## src/core/pwg_pkg.sv

```systemverilog
// package: address map, field positions and access codes for the protected register write gate
package pwg_pkg;
    localparam int ADDR_W = 22;
    localparam int DATA_W = 32;
    localparam logic [ADDR_W-1:0] DEVCFG_LO_ADDR = 22'h000880;
    localparam logic [ADDR_W-1:0] DEVCFG_HI_ADDR = 22'h000881;
    localparam logic [ADDR_W-1:0] BLK_START_ADDR = 22'h000884;
    localparam logic [ADDR_W-1:0] BLK_RANGE_ADDR = 22'h000885;
    localparam logic [ADDR_W-1:0] VECT_FIRST_ADDR = 22'h000D00;
    localparam logic [ADDR_W-1:0] VECT_LAST_ADDR = 22'h000DFE;
    localparam logic [ADDR_W-1:0] PLL_STS_ADDR = 22'h007011;
    localparam logic [ADDR_W-1:0] HS_PRESCALE_ADDR = 22'h00701A;
    localparam logic [ADDR_W-1:0] LS_PRESCALE_ADDR = 22'h00701B;
    localparam logic [ADDR_W-1:0] CLK_EN0_ADDR = 22'h00701C;
    localparam logic [ADDR_W-1:0] CLK_EN1_ADDR = 22'h00701D;
    localparam logic [ADDR_W-1:0] LOW_PWR_ADDR = 22'h00701E;
    localparam logic [ADDR_W-1:0] CLK_EN3_ADDR = 22'h007020;
    localparam logic [ADDR_W-1:0] PLL_CTL_ADDR = 22'h007021;
    localparam logic [ADDR_W-1:0] SYS_CTL_ADDR = 22'h007022;
    localparam logic [ADDR_W-1:0] WD_COUNT_ADDR = 22'h007023;
    localparam logic [ADDR_W-1:0] WD_KEY_ADDR = 22'h007025;
    localparam logic [ADDR_W-1:0] WD_CTL_ADDR = 22'h007029;
    localparam logic [ADDR_W-1:0] MAP_CONFIG_ADDR = 22'h00702E;
    localparam logic [ADDR_W-1:0] MAP_CONFIG_HI_ADDR = 22'h00702F;
    localparam int UNLOCK_BIT = 6;
    localparam int PWM_MAP_BIT = 0;
    localparam logic MAP_RESET = 1'b1;
    typedef enum logic [1:0] {
        PWG_OP_NONE = 2'b00,
        PWG_OP_UNLOCK = 2'b01,
        PWG_OP_RELOCK = 2'b10
    } pwg_op_t;
endpackage

```

## src/core/pwg_gate_if.sv

```systemverilog
// interface: gated write request between the gate and the map register file
`timescale 1ns/1ps
interface pwg_gate_if;
    import pwg_pkg::*;
    logic wrEn;
    logic [ADDR_W-1:0] addr;
    logic [DATA_W-1:0] wrData;
    logic [DATA_W-1:0] rdData;
    modport gate (output wrEn, output addr, output wrData, input rdData);
    modport regs (input wrEn, input addr, input wrData, output rdData);
endinterface

```

## src/core/pwg_map_regs.sv

```systemverilog
// module: the mapping configuration register behind the gate
`timescale 1ns/1ps
module pwg_map_regs (
    input wire logic coreClk,
    input wire logic nrst,
    pwg_gate_if.regs bus,
    output logic pwmMapSelect
);
    import pwg_pkg::*;
    logic mapBit_reg;
    logic [DATA_W-1:0] rdData_reg;

    always_ff @(posedge coreClk) begin
        if (!nrst) begin
            mapBit_reg <= MAP_RESET;
        end else if (bus.wrEn && bus.addr == MAP_CONFIG_ADDR) begin
            mapBit_reg <= bus.wrData[PWM_MAP_BIT];
        end
    end

    always_ff @(posedge coreClk) begin
        if (!nrst) begin
            rdData_reg <= '0;
        end else begin
            rdData_reg <= '0;
            if (bus.addr == MAP_CONFIG_ADDR) begin
                rdData_reg[PWM_MAP_BIT] <= mapBit_reg;
            end
        end
    end

    assign bus.rdData = rdData_reg;
    assign pwmMapSelect = mapBit_reg;
endmodule // pwg_map_regs

```

## src/core/pwg_write_gate.sv

```systemverilog
// module: write gate that filters processor writes to protected registers
`timescale 1ns/1ps
//////////////////////////////////////////////////////////////////////////////
// Behaviour
// - with unlock flag clear, processor writes to protected addresses are dropped
// - debug reads and writes always pass; processor reads pass unless a debug access takes the path
// - debug path writes ignore the unlock flag entirely
// - reset clears the unlock flag so protection starts active
// - unlock instruction sets the flag; protected writes then pass
// - relock instruction clears the flag; software relocks after updates
// - flag lives in status register one and is sampled per write
// - device configuration pair, block protect start and range are protected
// - whole vector table 0x0D00 to 0x0DFF, upper word of last entry 0x0DFE included, is protected
// - clock, low power, system control and watchdog words are protected
// - map_config at 0x702E: bit 0 pwm map select, reset 1
module pwg_write_gate (
    input wire logic core_clk,
    input wire logic nrst,
    input wire pwg_pkg::pwg_op_t cpuOp,
    input wire logic cpuWrEn,
    input wire logic cpuRdEn,
    input wire logic [pwg_pkg::ADDR_W-1:0] cpuAddr,
    input wire logic [pwg_pkg::DATA_W-1:0] cpuWrData,
    input wire logic dbgWrEn,
    input wire logic dbgRdEn,
    input wire logic [pwg_pkg::ADDR_W-1:0] dbgAddr,
    input wire logic [pwg_pkg::DATA_W-1:0] dbgWrData,
    output logic [15:0] statusRegOne,
    output logic sysWrEn,
    output logic sysRdEn,
    output logic [pwg_pkg::ADDR_W-1:0] sysAddr,
    output logic [pwg_pkg::DATA_W-1:0] sysWrData,
    output logic [pwg_pkg::DATA_W-1:0] mapRdData,
    output logic pwmMapSelect,
    output logic wrDropped
);
    import pwg_pkg::*;

    //////////////////////////////////////////////////////////////////////////
    function automatic logic isProtected(input logic [ADDR_W-1:0] a);
        logic hit;
        hit = 1'b0;
        if (a == DEVCFG_LO_ADDR || a == DEVCFG_HI_ADDR) hit = 1'b1;
        if (a == BLK_START_ADDR || a == BLK_RANGE_ADDR) hit = 1'b1;
        // last entry is two words wide, so its upper word is covered too
        if (a >= VECT_FIRST_ADDR && a <= VECT_LAST_ADDR + 22'h1) hit = 1'b1;
        case (a)
            PLL_STS_ADDR, HS_PRESCALE_ADDR, LS_PRESCALE_ADDR, CLK_EN0_ADDR,
            CLK_EN1_ADDR, LOW_PWR_ADDR, CLK_EN3_ADDR, PLL_CTL_ADDR,
            SYS_CTL_ADDR, WD_COUNT_ADDR, WD_KEY_ADDR, WD_CTL_ADDR: hit = 1'b1;
            default: ;
        endcase
        return hit;
    endfunction

    //////////////////////////////////////////////////////////////////////////
    logic unlock_reg;

    always_ff @(posedge core_clk) begin
        if (!nrst) begin
            unlock_reg <= 1'b0;
        end else begin
            case (cpuOp)
                PWG_OP_UNLOCK: unlock_reg <= 1'b1;
                PWG_OP_RELOCK: unlock_reg <= 1'b0;
                default: unlock_reg <= unlock_reg;
            endcase
        end
    end

    always_comb begin
        statusRegOne = '0;
        statusRegOne[UNLOCK_BIT] = unlock_reg;
    end

    //////////////////////////////////////////////////////////////////////////
    // debug master wins the shared path when both request in one cycle
    logic dbgSel;
    logic cpuWrPass;
    assign dbgSel = dbgWrEn | dbgRdEn;
    // flag sampled at the write itself, no ordering with a same-cycle instruction
    assign cpuWrPass = cpuWrEn & (unlock_reg | ~isProtected(cpuAddr));

    always_comb begin
        if (dbgSel) begin
            sysWrEn = dbgWrEn;
            sysRdEn = dbgRdEn;
            sysAddr = dbgAddr;
            sysWrData = dbgWrData;
        end else begin
            sysWrEn = cpuWrPass;
            sysRdEn = cpuRdEn;
            sysAddr = cpuAddr;
            sysWrData = cpuWrData;
        end
    end

    assign wrDropped = ~dbgSel & cpuWrEn & ~cpuWrPass;

    //////////////////////////////////////////////////////////////////////////
    pwg_gate_if gateBus ();
    assign gateBus.wrEn = sysWrEn;
    assign gateBus.addr = sysAddr;
    assign gateBus.wrData = sysWrData;
    assign mapRdData = gateBus.rdData;

    pwg_map_regs mapRegs (
        .coreClk(core_clk),
        .nrst(nrst),
        .bus(gateBus),
        .pwmMapSelect(pwmMapSelect)
    );

    //////////////////////////////////////////////////////////////////////////
    property p_reset_locks;
        @(posedge core_clk) !nrst |=> !statusRegOne[UNLOCK_BIT];
    endproperty
    a_reset_locks: assert property (p_reset_locks) else $error("flag set after reset");

    property p_locked_drop;
        @(posedge core_clk) disable iff (!nrst)
        (!unlock_reg && !dbgSel && cpuWrEn && isProtected(cpuAddr)) |-> !sysWrEn && wrDropped;
    endproperty
    a_locked_drop: assert property (p_locked_drop) else $error("locked write passed");

    property p_unlock_sets;
        @(posedge core_clk) disable iff (!nrst)
        cpuOp == PWG_OP_UNLOCK |=> statusRegOne[UNLOCK_BIT];
    endproperty
    a_unlock_sets: assert property (p_unlock_sets) else $error("unlock failed");

    property p_relock_clears;
        @(posedge core_clk) disable iff (!nrst)
        cpuOp == PWG_OP_RELOCK |=> !statusRegOne[UNLOCK_BIT];
    endproperty
    a_relock_clears: assert property (p_relock_clears) else $error("relock failed");

    property p_dbg_write;
        @(posedge core_clk) disable iff (!nrst)
        dbgWrEn |-> sysWrEn && sysAddr == dbgAddr;
    endproperty
    a_dbg_write: assert property (p_dbg_write) else $error("debug write blocked");

    property p_reads_pass;
        @(posedge core_clk) disable iff (!nrst)
        (cpuRdEn || dbgRdEn) |-> sysRdEn;
    endproperty
    a_reads_pass: assert property (p_reads_pass) else $error("read blocked");

    property p_open_write;
        @(posedge core_clk) disable iff (!nrst)
        (!dbgSel && cpuWrEn && !isProtected(cpuAddr)) |-> sysWrEn && !wrDropped;
    endproperty
    a_open_write: assert property (p_open_write) else $error("open write lost");

    property p_unlocked_write;
        @(posedge core_clk) disable iff (!nrst)
        (unlock_reg && !dbgSel && cpuWrEn) |-> sysWrEn;
    endproperty
    a_unlocked_write: assert property (p_unlocked_write) else $error("unlocked write lost");

    property p_vect_top;
        @(posedge core_clk) disable iff (!nrst)
        (!unlock_reg && !dbgSel && cpuWrEn && cpuAddr == VECT_LAST_ADDR) |-> !sysWrEn;
    endproperty
    a_vect_top: assert property (p_vect_top) else $error("vector entry writable");

    property p_map_write;
        @(posedge core_clk) disable iff (!nrst)
        (sysWrEn && sysAddr == MAP_CONFIG_ADDR) |=> pwmMapSelect == $past(sysWrData[PWM_MAP_BIT]);
    endproperty
    a_map_write: assert property (p_map_write) else $error("map bit not stored");

    property p_map_reset;
        @(posedge core_clk) !nrst |=> pwmMapSelect;
    endproperty
    a_map_reset: assert property (p_map_reset) else $error("map bit reset wrong");

    c_dropped: cover property (@(posedge core_clk) disable iff (!nrst) wrDropped);
    c_unlock_write: cover property (@(posedge core_clk) disable iff (!nrst)
        unlock_reg && cpuWrEn && isProtected(cpuAddr));
    c_dbg_locked: cover property (@(posedge core_clk) disable iff (!nrst)
        !unlock_reg && dbgWrEn && isProtected(dbgAddr));
    c_relock: cover property (@(posedge core_clk) disable iff (!nrst)
        unlock_reg ##1 cpuOp == PWG_OP_RELOCK ##1 !unlock_reg);
endmodule // pwg_write_gate

```

## config.mk

```make
export PLATFORM = sky130hd
export DESIGN_NAME = pwg_write_gate
export DESIGN_NICKNAME = d
export VERILOG_FILES = /design/src/core/pwg_pkg.sv /design/src/core/pwg_gate_if.sv /design/src/core/pwg_map_regs.sv /design/src/core/pwg_write_gate.sv
export SDC_FILE = /design/constraint.sdc
export NUM_CORES = 1
export LEC_CHECK = 0
export BUFFER_PORTS_ARGS = -buffer_cell sky130_fd_sc_hd__buf_2
export CAP_MARGIN = 20
export CORE_AREA = 2 2 86 88
export CTS_CLUSTER_DIAMETER = 80
export DETAILED_ROUTE_END_ITERATION = 12
export DIE_AREA = 0 0 88 90
export PLACE_DENSITY = 0.69
export SLEW_MARGIN = 0
export SYNTH_ARGS = -nofsm -noshare
export SYNTH_HDL_FRONTEND = slang
export SYNTH_SLANG_ARGS = --single-unit
export TNS_END_PERCENT = 10
```

## constraint.sdc

```tcl
create_clock -name core_clk -period 3.4 [get_ports core_clk]
set_input_delay 0 -clock core_clk [delete_from_list [all_inputs] [get_ports core_clk]]
set_output_delay 0 -clock core_clk [all_outputs]
set_load 0.02 [all_outputs]
```

==> out/qor.txt <==
first-pass GRT wire length - 7.94 mm
RSZ-0062 raised after global routing - false
number of synthesis warnings - 0
Final ANT Viol Nets - 0
Syn Inst Count - 167
slowest CP cell - or4_1
sw frac - 47.2%
Core ar. - 7020 um2
Synth Cell Area - 1440 um2
number of distinct library cells after synthesis - 35
Worst-path clk slew - 30 ps
crit path max fanout - 2
detail-routed via count per cell - 3.99
effective utilization at floorplan - 20.5%
post-synth top area cell - mux2_2
clock buffer count from CTS - 3
Residual DRC - 0
share of the synthesized area in the top cell type - 31.4%
Slew Limit Fails - 0
Nets - 458
power density over the cells - 210 nW/um2
diode count - 0
largest net degree at the start of global routing - 33
CTS Hold Bufs - 0
Clock Sinks - 3
Hold Fails Final Rpt - 0
total power - 0.479 mW
Peak VDD IR - 128 uV
most frequent cell after synthesis - buf_4
PnR worst setup slack - 1840 ps
sequential area share after synthesis - 4.18%
crit-path leading delay family - simple AND/OR/NAND/NOR gates
crit path DAT - 1650 ps
Port Buffers - 175
Final Wtd Congestion - 0.690
final WL - 5.67 mm
PostCTS Resize Cnt - 0
I/O pin count - 222
Sw Pwr - 0.226 mW
Max Root-Sink Buffers - 2
count of max-cap constraint violations - 0
#FFs+latches synth - 3
number of global-route vias before repair - 1603
die height - 90 um
total track usage - 12.7%
Layout area overhead - 59.2%
Setup WS pre-CTS - 1650 ps
Layout Cells excl Fill - 439
Design Area, Final - 2290 um2
endpoint class of the critical path - flip-flop
fillcell total - 763
Worst Tran Pin Value - 742 ps
via count - 1751
status - complete, no violations
Critical path buffers and inverters - 1
H-tree Lvls - 1
Logic pwr share - 70.6%
placed cell count - 435
Hold Worst Slack - 66.0 ps
clk_skew - 3.04 ps
average routed wire per standard cell - 12.9 um
final setup violation count - 0
Mapped Avg Cell Area - 8.60 um2
sequential power share - 7.8%
Post-synth top cells - buf_4, mux2_2, mux2_1, nand2b_1
asr flop ratio synth - 0%
grt ovf - 0
Initial DRT Pass Iterations - 5
Post-synth EDFFs - 0
Finished Core Util - 32.6%
Main synth FF type - dfxtp_1
fmax - 0.641 GHz
Pint - 0.253 mW
startpoint types - input pin
leak pwr - 1.22 nW
Worst Hold Class - input pin to flip-flop
min cycle time layout - 1560 ps
Detail Placement HPWL - 5.16 mm
Die X - 88 um
Clock power frac - 21.6%
CP Class - input pin to flip-flop
CTS root buffer - clkbuf_8
Area contributors post-synth - mux2_2, buf_4, mux2_1
worst rel slew slack - 50.1%
setup bufs post-CTS - 0
share of cells above drive strength 1 - 66.2%
Critical Path RT - 3490 ps
FP Rows - 31
initial antenna violation count - 0
DRT iter0 DRCs - 11
Clock Latency Late Sink - 210 ps
placed inst area - 2240 um2
Final period util - 45.9%
Critical Path, Cell by Cell - buf_2 -> or4_1 -> nor3_1 -> nand4_1 -> a21oi_1 -> mux2_1
setup TNS - 0 ps
CTS tree - yes
Largest stage delay, worst path - 510 ps
die area - 7920 um2
## kinds of logic (layout without fill, tap and decap cells)
family          Yosys count  count (layout)  synth area share [%]
compound gates           11              11                  4.62
simple gates             38              38                  18.4
mux                      55              55                  43.1
other cells               1              46                 0.261
flops                     3               3                  4.18
buf+inv                  57             185                  27.9
fa+ha+maj                 2               2                  1.57
## routing by layer
metal | up-vias | routed length [um] | track usage, %
met5 | - | 0 | 0
met4 | 0 | 0 | 1.03
met3 | 0 | 468 | 1.93
met2 | 102 | 2940 | 24.3
met1 | 791 | 2260 | 15.2
li1 | 858 | - | -
## worst min-delay path, stage by stage
cell and delay [ps]:
buf_2 120, inv_1 70, nor2_1 40
## power by group through the flow
| stage | combinational (mW) | sequential [mW] | clock, mW |
|---|---|---|---|
| after floorplan | 0.244 | 0.0378 | 0 |
| after global placement | 0.337 | 0.0380 | 0 |
| after detailed placement | 0.340 | 0.0381 | 0 |
| after CTS | 0.342 | 0.0376 | 0.107 |
| after global routing | 0.365 | 0.0380 | 0.111 |
| final | 0.338 | 0.0376 | 0.104 |
## worst paths after layout
| check | startpoint | endpoint | slack [ps] | depth (start not counted) |
|---|---|---|---|---|
| worst min-delay path | nrst | unlock_reg | 70 | 3 |
| worst max register to register | mapRegs.pwmMapSelect | mapRegs.pwmMapSelect | 2560 | 2 |
| worst max-delay path | dbgAddr[10] | mapRegs.pwmMapSelect | 1840 | 6 |
| worst min register to register | mapRegs.pwmMapSelect | mapRegs.bus.rdData[0] | 480 | 2 |
## final cells by class
type	count	area [um2]	area share (%)
repair buffers	177	891	38.9
clock buffers	4	45.0	1.97
inverters	4	15.0	0.656
multi-input cells	152	1150	50.4
flip-flops and latches	3	60.1	2.63
well taps	99	124	5.42
## layout by cell type (no fill, tap or decap), types with 2 or more instances in the layout
cell,Yosys,final
nand2b_1,6,6
buf_2,5,175
nand4b_1,2,2
dfxtp_1,3,3
mux2_1,15,15
inv_1,4,4
nor4_1,3,3
nand2_1,4,4
nor2_1,5,4
conb_1,1,46
or3_1,2,2
nand4_1,3,3
clkbuf_8,0,3
a21oi_1,3,3
buf_4,48,2
or4_1,2,2
o21ai_0,3,3
mux2_2,40,40
(Power assumes the default switching activity.)
